File: config.mk
export PLATFORM = sky130hd
export DESIGN_NAME = sccrc_check
export DESIGN_NICKNAME = d
export VERILOG_FILES = /design/src/common/sccrc_pkg.sv /design/src/rtl/sccrc_check.sv /design/src/rtl/sccrc_code_gen.sv /design/src/rtl/sccrc_supply_guard.sv
export SDC_FILE = /design/constraint.sdc
export NUM_CORES = 1
export LEC_CHECK = 0
export CAP_MARGIN = 20
export CELL_PAD_IN_SITES_DETAIL_PLACEMENT = 0
export CELL_PAD_IN_SITES_GLOBAL_PLACEMENT = 2
export CORE_MARGIN = 2
export CORE_UTILIZATION = 35
export CTS_BUF_LIST = sky130_fd_sc_hd__clkbuf_2
export CTS_CLUSTER_SIZE = 40
export DETAILED_ROUTE_END_ITERATION = 6
export DONT_BUFFER_PORTS = 1
export PLACE_DENSITY_LB_ADDON = 0.1
export SLEW_MARGIN = 20
export SYNTH_ARGS = -nofsm -noshare
export SYNTH_HDL_FRONTEND = slang
export SYNTH_HIERARCHICAL = 1
export SYNTH_SLANG_ARGS = --single-unit
File: constraint.sdc
create_clock -name clock -period 2.35 [get_ports clock]
set_clock_uncertainty 0.2 [all_clocks]
set_input_delay 0.3525 -clock clock [delete_from_list [all_inputs] [get_ports clock]]
set_output_delay 0.3525 -clock clock [all_outputs]
set_load 0.02 [all_outputs]
File: src/common/sccrc_pkg.sv
// Constants and types for the subsector cyclic code and parity block
package sccrc_pkg;

    localparam int          CODE_BITS      = 16;
    localparam int          DATA_WORDS     = 16;
    localparam int          WORD_BITS      = 16;
    localparam logic [15:0] CODE_POLY_DEF  = 16'h8005;
    localparam logic [15:0] CODE_RESET     = 16'h0000;
    localparam logic [3:0]  BIT_COUNT_LAST = 4'hf;
    localparam int          ERR_BIT_POS    = 15;
    localparam int          CLOCK_KHZ      = 125000;
    localparam int          SUPPLY_GOOD_MS = 100;
    localparam int          SUPPLY_GOOD_CYCLES = SUPPLY_GOOD_MS * CLOCK_KHZ;

    typedef enum logic [1:0] {
        SCCRC_IDLE   = 2'b00,
        SCCRC_DATA   = 2'b01,
        SCCRC_CODE   = 2'b11,
        SCCRC_PARITY = 2'b10
    } sccrc_phase_type;

endpackage

File: src/rtl/sccrc_check.sv
// Subsector cyclic code, parity and disc signalling logic
`timescale 1ns/100ps
module sccrc_check #(
    parameter logic [15:0] CODE_POLY   = sccrc_pkg::CODE_POLY_DEF,
    parameter int          GOOD_CYCLES = sccrc_pkg::SUPPLY_GOOD_CYCLES
) (
    input  wire logic        clock,
    input  wire logic        nrst,
    input  wire logic        init_pulse,
    input  wire logic        supply_ok,
    input  wire logic        subsector_start,
    input  wire logic        write_req,
    input  wire logic        read_req,
    input  wire logic [8:0]  req_address,
    input  wire logic [8:0]  location_count,
    input  wire logic        read_addr_legal,
    input  wire logic        write_shift_strobe,
    input  wire logic        read_shift_strobe,
    input  wire logic        shift_out_bit,
    input  wire logic        read_data,
    input  wire logic [31:0] reg_addr,
    input  wire logic [31:0] reg_wdata,
    input  wire logic        reg_write,
    input  wire logic        reg_read,
    output logic [31:0]      reg_rdata,
    output logic [15:0]      error_bits,
    output logic             write_data_n,
    output logic             disc_write_n,
    output logic             disc_read_n,
    output logic             read_check_error,
    output logic             irq
);
    localparam logic [31:0] STATUS_ADDR = 32'h0000_0000;
    localparam logic [31:0] MASK_ADDR   = 32'h0000_0004;
    localparam logic [31:0] STATE_ADDR  = 32'h0000_0008;

    sccrc_pkg::sccrc_phase_type phase_r;
    logic        write_sector_latch;
    logic        read_sector_latch;
    logic        sector_match;
    logic [3:0]  bit_cnt_r;
    logic [3:0]  word_cnt_r;
    logic        parity_toggle_ff;
    logic        code_word_cycle;
    logic        parity_bit_cycle;
    logic        code_last_stage;
    logic        code_residue_nonzero;
    logic        bit_count_last;
    logic        shift;
    logic        serial_in;
    logic        clear_code;
    logic        write_ok;
    logic        disc_read_r;
    logic        code_err_set;
    logic        par_err_set;
    logic [1:0]  status_r;
    logic [1:0]  mask_r;
    logic [1:0]  status_set;
    logic [1:0]  status_clr;
    logic        par_with_bit;
    logic        code_shift;
    logic        code_feed;
    logic        arm_write;
    logic        arm_read;
    logic        wr_status;
    logic        wr_mask;
    logic        gate_load;

    // One address compare shared by the status and mask register writes
    function automatic logic reg_hit(input logic [31:0] addr,
                                     input logic [31:0] base);
        return addr == base;
    endfunction

    // Address equality arms the transfer
    assign sector_match   = (req_address == location_count);
    assign code_word_cycle  = (phase_r == sccrc_pkg::SCCRC_CODE);
    assign parity_bit_cycle = (phase_r == sccrc_pkg::SCCRC_PARITY);
    assign bit_count_last = (bit_cnt_r == sccrc_pkg::BIT_COUNT_LAST);
    assign clear_code     = subsector_start | init_pulse;

    // Write strobe drives a write, read strobe drives a read
    assign shift = write_sector_latch ? write_shift_strobe
                 : read_sector_latch & read_shift_strobe;
    assign serial_in = write_sector_latch
                     ? (code_word_cycle ? code_last_stage : shift_out_bit)
                     : read_data;

    assign code_err_set = read_sector_latch & code_word_cycle
                        & bit_count_last & code_residue_nonzero
                        & read_shift_strobe;
    // Parity ff preset to one ends at zero on an odd total, so fold in
    // the parity bit on the line before judging it
    assign par_with_bit = parity_toggle_ff ^ read_data;
    assign par_err_set  = read_sector_latch & parity_bit_cycle
                        & par_with_bit & read_shift_strobe;

    // Code register holds still in the parity cycle; in the write code
    // cycle feedback is off so the stored word shifts straight out
    assign code_shift = shift & !parity_bit_cycle;
    assign code_feed  = !(write_sector_latch & code_word_cycle);

    // Latches arm on a matched request; write also needs good supply
    assign arm_write = write_req & sector_match & write_ok;
    assign arm_read  = read_req & !write_req & sector_match;

    sccrc_code_gen #(
        .POLY (CODE_POLY)
    ) u_code (
        .clock                (clock),
        .nrst                 (nrst),
        .clear                (clear_code),
        .shift                (code_shift),
        .feed_back            (code_feed),
        .serial_in            (serial_in),
        .code_last_stage      (code_last_stage),
        .code_residue_nonzero (code_residue_nonzero)
    );

    sccrc_supply_guard #(
        .GOOD_CYCLES (GOOD_CYCLES)
    ) u_guard (
        .clock        (clock),
        .nrst         (nrst),
        .supply_ok    (supply_ok),
        .write_enable (write_ok)
    );

    // Write latch: armed at subsector start, dropped after the parity bit
    always_ff @(posedge clock or negedge nrst) begin
        if (!nrst) begin
            write_sector_latch <= 1'b0;
        end else if (init_pulse) begin
            write_sector_latch <= 1'b0;
        end else if (subsector_start) begin
            write_sector_latch <= arm_write;
        end else if (parity_bit_cycle && shift) begin
            write_sector_latch <= 1'b0;
        end else if (!write_ok) begin
            write_sector_latch <= 1'b0;
        end
    end

    // Read latch: same life span, no supply condition
    always_ff @(posedge clock or negedge nrst) begin
        if (!nrst) begin
            read_sector_latch <= 1'b0;
        end else if (init_pulse) begin
            read_sector_latch <= 1'b0;
        end else if (subsector_start) begin
            read_sector_latch <= arm_read;
        end else if (parity_bit_cycle && shift) begin
            read_sector_latch <= 1'b0;
        end
    end

    // Phase and bit/word counting over 16 words, code, then parity
    always_ff @(posedge clock or negedge nrst) begin
        if (!nrst) begin
            phase_r    <= sccrc_pkg::SCCRC_IDLE;
            bit_cnt_r  <= 4'h0;
            word_cnt_r <= 4'h0;
        end else if (init_pulse) begin
            phase_r    <= sccrc_pkg::SCCRC_IDLE;
            bit_cnt_r  <= 4'h0;
            word_cnt_r <= 4'h0;
        end else if (subsector_start) begin
            phase_r    <= sccrc_pkg::SCCRC_DATA;
            bit_cnt_r  <= 4'h0;
            word_cnt_r <= 4'h0;
        end else if (shift) begin
            bit_cnt_r <= bit_cnt_r + 4'h1;
            unique case (phase_r)
                sccrc_pkg::SCCRC_IDLE: begin
                    bit_cnt_r <= 4'h0;
                end
                sccrc_pkg::SCCRC_DATA: begin
                    if (bit_count_last) begin
                        word_cnt_r <= word_cnt_r + 4'h1;
                        if (word_cnt_r == 4'hf) begin
                            phase_r <= sccrc_pkg::SCCRC_CODE;
                        end
                    end
                end
                sccrc_pkg::SCCRC_CODE: begin
                    if (bit_count_last) begin
                        phase_r <= sccrc_pkg::SCCRC_PARITY;
                    end
                end
                sccrc_pkg::SCCRC_PARITY: begin
                    phase_r <= sccrc_pkg::SCCRC_IDLE;
                end
            endcase
        end
    end

    // Parity preset at subsector start; toggles on each serial one, in the parity cycle on reads only
    always_ff @(posedge clock or negedge nrst) begin
        if (!nrst) begin
            parity_toggle_ff <= 1'b1;
        end else if (clear_code) begin
            parity_toggle_ff <= 1'b1;
        end else if (shift && !parity_bit_cycle && serial_in) begin
            parity_toggle_ff <= !parity_toggle_ff;
        end else if (shift && parity_bit_cycle && read_data
                     && read_sector_latch) begin
            parity_toggle_ff <= !parity_toggle_ff;
        end
    end

    // Sticky error flag: only reset or initialize clears it
    always_ff @(posedge clock or negedge nrst) begin
        if (!nrst) begin
            read_check_error <= 1'b0;
        end else if (init_pulse) begin
            read_check_error <= 1'b0;
        end else if (!read_check_error) begin
            read_check_error <= code_err_set | par_err_set;
        end
    end

    // Serial write data on the write bit clock
    always_ff @(posedge clock or negedge nrst) begin
        if (!nrst) begin
            write_data_n <= 1'b1;
        end else if (write_sector_latch && write_shift_strobe) begin
            unique case (phase_r)
                sccrc_pkg::SCCRC_CODE:
                    write_data_n <= !code_last_stage;
                sccrc_pkg::SCCRC_PARITY:
                    // Cleared parity ff means ones so far odd: write 0
                    write_data_n <= !parity_toggle_ff;
                default:
                    write_data_n <= !shift_out_bit;
            endcase
        end
    end

    // Gate follows the write latch on each write strobe and clears as
    // soon as the latch drops, so it never lingers into a read
    assign gate_load = write_shift_strobe | !write_sector_latch;

    always_ff @(posedge clock or negedge nrst) begin
        if (!nrst) begin
            disc_write_n <= 1'b1;
        end else if (init_pulse || !write_ok) begin
            disc_write_n <= 1'b1;
        end else if (gate_load) begin
            disc_write_n <= !write_sector_latch;
        end
    end

    // Read flip-flop loads on the write bit clock
    always_ff @(posedge clock or negedge nrst) begin
        if (!nrst) begin
            disc_read_r <= 1'b0;
        end else if (init_pulse) begin
            disc_read_r <= 1'b0;
        end else if (write_shift_strobe) begin
            disc_read_r <= read_sector_latch;
        end
    end

    always_ff @(posedge clock or negedge nrst) begin
        if (!nrst) begin
            disc_read_n <= 1'b1;
        end else begin
            disc_read_n <= !(disc_read_r & read_addr_legal);
        end
    end

    always_ff @(posedge clock or negedge nrst) begin
        if (!nrst) begin
            error_bits <= 16'h0000;
        end else begin
            error_bits <= {read_check_error, 15'h0000};
        end
    end

    // Level interrupt from any unmasked sticky status bit
    always_ff @(posedge clock or negedge nrst) begin
        if (!nrst) begin
            irq <= 1'b0;
        end else begin
            irq <= |(status_r & mask_r);
        end
    end

    // Status: bit0 code error, bit1 parity error; each mismatch counts
    // even while the error flag already stands, and a set beats a clear
    assign wr_status  = reg_write & reg_hit(reg_addr, STATUS_ADDR);
    assign wr_mask    = reg_write & reg_hit(reg_addr, MASK_ADDR);
    assign status_set = {par_err_set, code_err_set};
    assign status_clr = wr_status ? reg_wdata[1:0] : 2'b00;

    always_ff @(posedge clock or negedge nrst) begin
        if (!nrst) begin
            status_r <= 2'b00;
        end else begin
            status_r <= (status_r & ~status_clr) | status_set;
        end
    end

    always_ff @(posedge clock or negedge nrst) begin
        if (!nrst) begin
            mask_r <= 2'b00;
        end else if (wr_mask) begin
            mask_r <= reg_wdata[1:0];
        end
    end

    always_ff @(posedge clock or negedge nrst) begin
        if (!nrst) begin
            reg_rdata <= 32'h0000_0000;
        end else if (reg_read) begin
            unique case (reg_addr)
                STATUS_ADDR: reg_rdata <= {30'h0000_0000, status_r};
                MASK_ADDR:   reg_rdata <= {30'h0000_0000, mask_r};
                STATE_ADDR:  reg_rdata <= {24'h00_0000, read_check_error,
                                           write_ok, phase_r, bit_cnt_r};
                default:     reg_rdata <= 32'h0000_0000;
            endcase
        end else begin
            reg_rdata <= 32'h0000_0000;
        end
    end
endmodule

File: src/rtl/sccrc_code_gen.sv
// Serial cyclic code generator with residue check
`timescale 1ns/100ps
module sccrc_code_gen #(
    parameter logic [15:0] POLY = sccrc_pkg::CODE_POLY_DEF
) (
    input  wire logic        clock,
    input  wire logic        nrst,
    input  wire logic        clear,
    input  wire logic        shift,
    input  wire logic        feed_back,
    input  wire logic        serial_in,
    output logic             code_last_stage,
    output logic             code_residue_nonzero
);
    logic [15:0] code_r;
    logic [15:0] code_nxt;
    logic        fb_bit;

    // Feedback gated off in the write code cycle so register just shifts out
    assign fb_bit   = feed_back & (serial_in ^ code_r[15]);
    assign code_nxt = {code_r[14:0], 1'b0} ^ (fb_bit ? POLY : 16'h0000);
    assign code_last_stage      = code_r[15];
    // Residue as it stands once the bit on the line is taken in, so the
    // last code strobe judges the whole word
    assign code_residue_nonzero = |code_nxt;

    always_ff @(posedge clock or negedge nrst) begin
        if (!nrst) begin
            code_r <= sccrc_pkg::CODE_RESET;
        end else if (clear) begin
            code_r <= sccrc_pkg::CODE_RESET;
        end else if (shift) begin
            code_r <= code_nxt;
        end
    end
endmodule

File: src/rtl/sccrc_supply_guard.sv
// Good-supply persistence timer gating the write circuit
`timescale 1ns/100ps
module sccrc_supply_guard #(
    parameter int GOOD_CYCLES = sccrc_pkg::SUPPLY_GOOD_CYCLES
) (
    input  wire logic clock,
    input  wire logic nrst,
    input  wire logic supply_ok,
    output logic      write_enable
);
    logic [26:0] count_r;
    logic        done;

    assign done = (count_r == 27'(GOOD_CYCLES - 1));

    // Any dip restarts the full wait
    always_ff @(posedge clock or negedge nrst) begin
        if (!nrst) begin
            count_r      <= 27'h000_0000;
            write_enable <= 1'b0;
        end else if (!supply_ok) begin
            count_r      <= 27'h000_0000;
            write_enable <= 1'b0;
        end else if (done) begin
            write_enable <= 1'b1;
        end else begin
            count_r <= count_r + 27'h000_0001;
        end
    end
endmodule
==> results.sh, run 1 <==
export IMPL_status="finished with violations"
export IMPL_violations="negative hold slack"
export IMPL_syn2layout_area_growth_pct=15.0
export IMPL_hpwl_mm=6.27
export IMPL_die_width_um=114
export IMPL_overflow=0
export IMPL_fin_setup_tns_ns=0
export IMPL_totalWireLength_mm=9.49
export IMPL_firstDrtPassIters=4
export IMPL_vias_per_cell=4.92
export IMPL_cts_buffers=9
export IMPL_synthArstFlopShare_pct=100
export IMPL_syn_area_sq_mm=0.00426
export IMPL_dieArea_sq_mm=0.0131
export IMPL_initial_core_util_pct=35.6
export IMPL_vias=3086
export IMPL_drv_slew=0
export IMPL_place_gp_congestion=0.757
export IMPL_grt_total_usage_pct=15.2
export IMPL_synth_edff_count=0
export IMPL_synth_seq_cells=76
export IMPL_rows=40
export IMPL_cp_arrival_ns=2.56
export IMPL_fmax_ghz=0.438
export IMPL_p_leak_nw=2.12
export IMPL_grt_pass1_vias=3026
export IMPL_drv_cap=0
export IMPL_reg2reg_to="phase_r[0]"
export IMPL_tightestPinTransition_ns=0.909
export IMPL_nNetsFinal=575
export IMPL_clock_latency_ns=0.56
export IMPL_timing_critical_path_required_ns=2.62
export IMPL_grt_max_degree=77
export IMPL_synth_flop_cell="dfrtp_1"
export IMPL_hold_class="in2reg"
export IMPL_synth_area_per_cell_sq_um=9.97
export IMPL_cts_max_path_buffers=2
export IMPL_rsz0062_at_grt="false"
export IMPL_htreeDepth=3
export IMPL_crit_fanout=3
export IMPL_cts_tree="yes"
export IMPL_ant_nets=0
export IMPL_cts_sinks=76
export IMPL_antenna_found_initial=0
export IMPL_setup_violations=0
export IMPL_portBuffers=0
export IMPL_r2r_cells=6
export IMPL_reg2reg_slack_ns=0.11
export IMPL_core_area_sq_mm=0.0120
export IMPL_mostFrequentLayoutCells="71 x dfrtp_1, 39 x conb_1, 32 x nor2_1"
export IMPL_yosysWarnings=6
export IMPL_endpoint_kind="flip-flop"
export IMPL_criticalPathCategory="in2reg"
export IMPL_cp_startpoint="reg_addr[14]"
export IMPL_slew_headroom_pct=39.2
export IMPL_ir_drop_mv=0.202
export IMPL_post_drt_wl_per_cell_um=15.1
export IMPL_whs_ns=-0.0259
export IMPL_timing_rr_start="write_sector_latch"
export IMPL_power_density_mw_per_mm2=488
export IMPL_seq_area_frac_synth_pct=44.8
export IMPL_synth_cells=427
export IMPL_synth_distinct_cells=58
export IMPL_io_pins=149
export IMPL_drcViolationCount=0
export IMPL_crit_path_start_kind="primary input"
export IMPL_clkTransAtPathRegs_ns=0.21
export IMPL_final_layout_size_suffix_gt1_share_pct=14.4
export IMPL_crit_end="mask_r[1]"
export IMPL_drtIter0Drc=160
export IMPL_final_common_cell="dfrtp_1"
export IMPL_ctsRootBufferMaster="clkbuf_2"
export IMPL_finalPower_mw=2.39
export IMPL_fin_crit_ns=2.28
export IMPL_grt_pass1_wl_mm=15.4
export IMPL_hold_viol=2
export IMPL_period_share_pct=97.2
export IMPL_diodes=0
export IMPL_die_height_um=114
flip-flops by register name, summed over array words and instances, names as in the netlist, 2 cells and up:
name	cells
bit_cnt_r	4
mask_r	2
phase_r	2
reg_rdata	8
status_r	2
u_code/code_r	16
u_guard/count_r	27
word_cnt_r	4
synth_stat cells (7+ instances only):
| library cell | n | share of area, % |
|---|---|---|
| inv_1 | 13 | 1.1 |
| nand2_1 | 22 | 1.9 |
| xor2_1 | 7 | 1.4 |
| and2_1 | 29 | 4.3 |
| nor2_1 | 34 | 3.0 |
| nand4_1 | 15 | 2.2 |
| xnor2_1 | 26 | 5.3 |
| a21oi_1 | 11 | 1.3 |
| nand3_1 | 16 | 1.9 |
| buf_4 | 39 | 6.9 |
| or3_1 | 7 | 1.0 |
| o21ai_0 | 14 | 1.6 |
| mux2i_1 | 21 | 4.9 |
| dfrtp_1 | 72 | 42 |
| nor4_1 | 9 | 1.3 |
cell families (layout without fill, tap and decap cells):
group	Yosys count	after routing	synth area share, %
DFF	76	76	44.8
adders and majority gates	4	4	1.18
AOI/OAI and AO/OA	49	49	7.97
buffers and inverters	66	81	9.61
muxes	23	23	5.47
other	1	39	0.0881
and+or+nand+nor	175	175	24.1
xor gates and xnor gates	33	33	6.79
worst min path at each step:
stage / start / endpoint / slack [ns] / cells past startpoint
2_1_floorplan: nrst / bit_cnt_r[0] / -0.14 / 0
3_3_place_gp: nrst / reg_rdata[1] / -0.14 / 0
3_5_place_dp: nrst / reg_rdata[0] / -0.14 / 0
4_1_cts: reg_addr[7] / mask_r[0] / 0.03 / 4
5_1_grt: reg_addr[15] / reg_rdata[3] / -0.06 / 4
6_report: reg_addr[7] / reg_rdata[2] / -0.03 / 4
area by class of cell:
cell class,instances,area [sq um]
inverter,14,56.3
clock buffer,9,45.0
clock inverter,7,91.3
sequential,76,1910
fill,1205,7070
timing repair buffer,50,483
tap,147,184
multi-input combinational,323,2120
timing repair inverter,1,5.00
what timing repair did:
item | in CTS | in global routing
gates resized for setup | 1 | 10
pin swaps | 0 | 8
cloned | 0 | 1
endpoints found under the hold margin | 132 | 2
setup endpoints to repair | 1 | 8
setup buffers | 0 | 7
hold buffers | 31 | 1
worst max-delay path, cell delays in order:
cell and delay (ns):
dlygate4sd3_1 0.53, nor4_1 0.27, nand4_1 0.25, nor3_2 0.24, mux2_2 0.36, dlygate4sd3_1 0.55
layer usage:
metal  track usage [%]  up-vias  share of wire [%]
li1                  -     1531                  -
met4              6.59        0                1.7
met1              20.5     1474                 49
met3              3.23       11                3.4
met2              23.5       70                 46
met5                 0        -                  0
where the power goes:
group          leakage [nW]  internal, mW  switching, mW  total (mW)
Clock                0.0716         0.344          0.502       0.846
Combinational          1.00        0.0750          0.142       0.217
Sequential             1.04          1.32        0.00668        1.32
metrics by stage:
step	setup slack (ns)	instances	cell area (sq um)	hold WS, ns	util, %
after CTS	0.0130	619	4800	0.0259	40.1
after detailed placement	0.0422	572	4330	-0.142	36.2
final	0.0658	627	4890	-0.0259	40.9
after global routing	0.00874	627	4890	-0.0645	40.9
after global placement	0.0756	572	4330	-0.141	36.2
after floorplan	0.0966	465	4400	-0.143	-
(Power assumes the default switching activity.)
==> run 2, diff against run 1 <==
--- a/config.mk
+++ b/config.mk
@@ -8,7 +8,6 @@
 export CAP_MARGIN = 20
 export CELL_PAD_IN_SITES_DETAIL_PLACEMENT = 0
 export CELL_PAD_IN_SITES_GLOBAL_PLACEMENT = 2
-export CORE_MARGIN = 2
 export CORE_UTILIZATION = 35
 export CTS_BUF_LIST = sky130_fd_sc_hd__clkbuf_2
 export CTS_CLUSTER_SIZE = 40
==> results.sh, run 2 (synthesized netlist as in run 1, its figures left out) <==
export IMPL_status="finished with violations"
export IMPL_diodes=0
export IMPL_antenna_found_initial=0
export IMPL_grt_pass1_wl_mm=14.9
export IMPL_crit_fanout=12
export IMPL_reg2reg_to="phase_r[0]"
export IMPL_vias_per_cell=5.02
export IMPL_final_layout_size_suffix_gt1_share_pct=11.4
export IMPL_final_common_cell="dfrtp_1"
export IMPL_clkTransAtPathRegs_ns=0.22
export IMPL_fin_crit_ns=2.24
export IMPL_hpwl_mm=6.33
export IMPL_rsz0062_at_grt="false"
export IMPL_drcViolationCount=6
export IMPL_tightestPinTransition_ns=0.897
export IMPL_mostFrequentLayoutCells="71 x dfrtp_1, 39 x conb_1, 34 x nor2_1"
export IMPL_cp_startpoint="write_sector_latch"
export IMPL_hold_class="in2reg"
export IMPL_period_share_pct=95.3
export IMPL_post_drt_wl_per_cell_um=15.0
export IMPL_cts_sinks=76
export IMPL_p_leak_nw=2.09
export IMPL_htreeDepth=3
export IMPL_setup_slack_ns=0.111
export IMPL_vias=3099
export IMPL_rows=39
export IMPL_crit_end="phase_r[0]"
export IMPL_grt_pass1_vias=3018
export IMPL_pre_cts_ws_ns=0.0554
export IMPL_cts_max_path_buffers=2
export IMPL_drv_slew=0
export IMPL_criticalPathCategory="reg2reg"
export IMPL_max_flop_register="u_guard/count_r"
export IMPL_grt_total_usage_pct=15.2
export IMPL_syn2layout_area_growth_pct=12.7
export IMPL_ir_drop_mv=0.201
export IMPL_n_fill_cell=1184
export IMPL_cts_buffers=9
export IMPL_fmax_ghz=0.447
export IMPL_multi_input_area_sq_mm=0.00210
export IMPL_seq_area_sq_mm=0.00191
export IMPL_drtIter0Drc=134
export IMPL_die_height_um=112
export IMPL_core_area_sq_mm=0.0116
export IMPL_postCtsSetupBuffers=0
export IMPL_power_density_mw_per_mm2=467
export IMPL_drv_cap=0
export IMPL_grt_max_degree=77
export IMPL_hold_viol=0
export IMPL_violations="design-rule violations"
export IMPL_endpoint_kind="flip-flop"
export IMPL_clock_latency_ns=0.54
export IMPL_r2r_cells=6
export IMPL_fin_setup_tns_ns=0
export IMPL_reg2reg_slack_ns=0.11
export IMPL_firstDrtPassIters=7
export IMPL_initial_core_util_pct=36.7
export IMPL_totalWireLength_mm=9.23
export IMPL_portBuffers=0
export IMPL_io_pins=149
export IMPL_ctsRootBufferMaster="clkbuf_2"
export IMPL_cts_tree="yes"
export IMPL_nNetsFinal=569
export IMPL_timing_critical_path_required_ns=2.62
export IMPL_timing_rr_start="write_sector_latch"
export IMPL_setup_violations=0
export IMPL_largest_reg_flops=27
export IMPL_slew_headroom_pct=40.0
export IMPL_overflow=0
export IMPL_place_gp_congestion=0.738
export IMPL_die_width_um=112
export IMPL_ant_nets=0
export IMPL_crit_path_start_kind="flip-flop"
export IMPL_dieArea_sq_mm=0.0126
export IMPL_cp_arrival_ns=2.51
export IMPL_largestRegisters="u_guard/count_r: 27 flops, u_code/code_r: 16 flops, reg_rdata: 8 flops"
-- run 2: worst min path at each step --
stage	slack [ns]	cells after the start	endpoint	start
4_1_cts	0.003	4	write_sector_latch	req_address[2]
2_1_floorplan	-0.14	0	bit_cnt_r[0]	nrst
5_1_grt	0.004	4	write_sector_latch	req_address[6]
6_report	0.05	4	write_sector_latch	location_count[2]
3_5_place_dp	-0.14	0	reg_rdata[1]	nrst
3_3_place_gp	-0.14	0	reg_rdata[1]	nrst
-- run 2: stage by stage --
stage	util (%)	hold WS, ns	area (sq um)	power [mW]	std cells
5_1_grt	41.3	0.00398	4800	2.37	617
6_report	41.3	0.0546	4800	2.24	617
4_1_cts	40.9	0.00285	4750	2.29	613
2_1_floorplan	-	-0.143	4400	1.51	465
3_3_place_gp	37.2	-0.142	4320	1.48	568
3_5_place_dp	37.2	-0.142	4320	1.48	568
-- run 2: layer usage --
layer	track usage, %	part of all wire [%]	vias to the layer above
li1	-	-	1510
met1	18.3	45	1502
met5	0	0	-
met4	4.00	0.90	0
met3	5.35	4.8	9
met2	25.9	49	78
-- run 2: critical path: stages, from the launching register on --
cell and delay (ns):
dfrtp_2 0.50, buf_4 0.16, nand3b_4 0.17, and2_2 0.29, o31ai_1 0.21, a21oi_1 0.09, dlygate4sd3_1 0.56
-- run 2: timing repair --
item,in CTS,in global routing
hold buffers,29,4
resized for setup,1,3
cloned,0,0
setup endpoints to repair,1,2
hold endpoints to repair,134,4
pin swaps,0,5
-- run 2: power breakdown --
group	total, mW	internal (mW)	switching [mW]
combinational	0.214	0.0755	0.139
clock	0.702	0.250	0.453
sequential	1.32	1.32	0.00701
-- run 2: area by class of cell --
class / instances / area share (%)
sequential: 76 / 39.8
timing repair buffer: 45 / 9.39
tap: 143 / 3.73
inverter: 14 / 1.10
multi-input combinational: 323 / 43.8
clock inverter: 5 / 1.10
clock buffer: 11 / 1.15
==> run 3, diff against run 2 <==
==> constraint.sdc (replaced) <==
create_clock -name clock -period 2.35 [get_ports clock]
set_clock_uncertainty 0.2 [all_clocks]
set_input_delay 0.47 -clock clock [delete_from_list [all_inputs] [get_ports clock]]
set_output_delay 0.47 -clock clock [all_outputs]
set_load 0.02 [all_outputs]
==> results.sh, run 3 (synthesized netlist as in run 1, its figures left out) <==
export IMPL_status="finished with violations"
export IMPL_violations="design-rule violations"
export IMPL_path_buf_inv=0
export IMPL_rows=39
export IMPL_htreeDepth=3
export IMPL_firstDrtPassIters=7
export IMPL_antenna_found_initial=0
export IMPL_period_share_pct=93.2
export IMPL_crit_fanout=4
export IMPL_power_density_mw_per_mm2=450
export IMPL_syn2layout_area_growth_pct=10.1
export IMPL_setup_violations=0
export IMPL_criticalPathCategory="reg2reg"
export IMPL_cts_tree="yes"
export IMPL_largest_reg_flops=27
export IMPL_final_layout_size_suffix_gt1_share_pct=12.9
export IMPL_portBuffers=0
export IMPL_placed_cells=569
export IMPL_p_leak_nw=2.04
export IMPL_final_common_cell="dfrtp_1"
export IMPL_vias_per_cell=5.05
export IMPL_largestRegisters="u_guard/count_r: 27 flops, u_code/code_r: 16 flops, reg_rdata: 8 flops"
export IMPL_die_height_um=112
export IMPL_cts_sinks=76
export IMPL_cts_buffers=9
export IMPL_fin_crit_ns=2.19
export IMPL_cts_max_path_buffers=2
export IMPL_pre_cts_ws_ns=-0.0424
export IMPL_totalWireLength_mm=9.01
export IMPL_vias=3072
export IMPL_fmax_ghz=0.456
export IMPL_crit_slowest_cell="dfrtp_1"
export IMPL_setup_slack_ns=0.159
export IMPL_placed_cell_area_sq_mm=0.00433
export IMPL_seq_area_sq_mm=0.00191
export IMPL_reg2reg_slack_ns=0.16
export IMPL_die_width_um=112
export IMPL_drcViolationCount=7
export IMPL_finalNonFillerCells=608
export IMPL_ir_drop_mv=0.218
export IMPL_mostFrequentLayoutCells="72 x dfrtp_1, 39 x conb_1, 33 x nor2_1"
export IMPL_ant_nets=0
export IMPL_place_gp_congestion=0.691
export IMPL_diodes=0
export IMPL_clkTransAtPathRegs_ns=0.20
export IMPL_clock_latency_ns=0.54
export IMPL_hpwl_mm=6.33
export IMPL_slowest_delay_ns=0.45
export IMPL_endpoint_kind="flip-flop"
export IMPL_drv_cap=0
export IMPL_dieArea_sq_mm=0.0126
export IMPL_timing_critical_path_required_ns=2.61
export IMPL_nNetsFinal=560
export IMPL_crit_family="compound AO/OA/AOI/OAI gates"
export IMPL_overflow=0
export IMPL_grt_max_degree=77
export IMPL_ctsRootBufferMaster="clkbuf_2"
export IMPL_multi_input_area_sq_mm=0.00212
export IMPL_core_area_sq_mm=0.0116
export IMPL_hold_viol=0
export IMPL_crit_path_start_kind="flip-flop"
export IMPL_drv_slew=0
export IMPL_drtIter0Drc=122
export IMPL_slew_headroom_pct=41.5
export IMPL_grt_pass1_vias=2976
export IMPL_hold_class="in2reg"
export IMPL_initial_core_util_pct=36.7
export IMPL_finalPower_mw=2.11
export IMPL_post_drt_wl_per_cell_um=14.8
export IMPL_max_flop_register="u_guard/count_r"
export IMPL_tightestPinTransition_ns=0.874
export IMPL_cp_arrival_ns=2.45
export IMPL_io_pins=149
export IMPL_grt_total_usage_pct=15.3
export IMPL_n_fill_cell=1215
export IMPL_grt_pass1_wl_mm=15.0
export IMPL_final_area_sq_mm=0.00469
export IMPL_worstPathCellList="a21bo_2 -> a31oi_4 -> xor2_1 -> nand2_1 -> ha_2 -> nor4b_2 -> and4_1 -> nand3_2 -> nand2_2 -> a31oi_1"
## run 3: what timing repair did
item	in CTS	in global routing
resized for setup	1	7
pin swaps	0	7
buffers inserted	1	1
hold endpoints to repair	122	1
endpoints found under the setup margin	2	2
hold buffers	20	1
## run 3: final cells by class
type	instances	area share [%]
multi-input cells	323	45.2
flip-flops and latches	76	40.7
inverters	14	1.12
well taps	143	3.82
clock buffers	12	1.28
clock inverters	4	0.374
repair buffers	36	7.53
## run 3: report_power, final
group	internal (mW)	switching [mW]	leakage (nW)
clock network	0.143	0.443	0.0608
registers	1.32	0.00678	1.04
logic	0.0657	0.135	0.938
total	1.52	0.585	2.04
## run 3: final timing paths
path | startpoint | cells after the start | to
worst max-delay path | phase_r[0] | 10 | read_check_error
worst min-delay path | reg_addr[0] | 4 | reg_rdata[0]
worst max register to register | phase_r[0] | 10 | read_check_error
worst min register to register | disc_read_r | 1 | disc_read_n
max in group asynchronous | nrst | 2 | disc_read_n
min in group asynchronous | nrst | 2 | reg_rdata[5]
## run 3: per-layer routing
metal	vias up	GRT usage, %	wire length, um
li1	1491	-	-
met4	0	4.80	109
met2	84	24.8	4240
met5	-	0	0
met1	1489	19.3	4200
met3	8	4.97	457
## run 3: per-stage QoR
| stage | hold WS [ns] | util [%] | setup TNS (ns) |
|---|---|---|---|
| floorplan | -0.0256 | - | 0 |
| detailed placement | -0.0240 | 37.3 | -0.0424 |
| finish | 0.0860 | 40.4 | 0 |
| CTS | 0.0182 | 40.0 | 0 |
| global route | 0.00499 | 40.4 | -0.00237 |
| global placement | -0.0241 | 37.3 | 0 |
## run 3: tightest hold or removal path: stages
cell     delay (ns)
nor2_1         0.02
nand4_1        0.10
nor3_1         0.07
and2_1         0.13
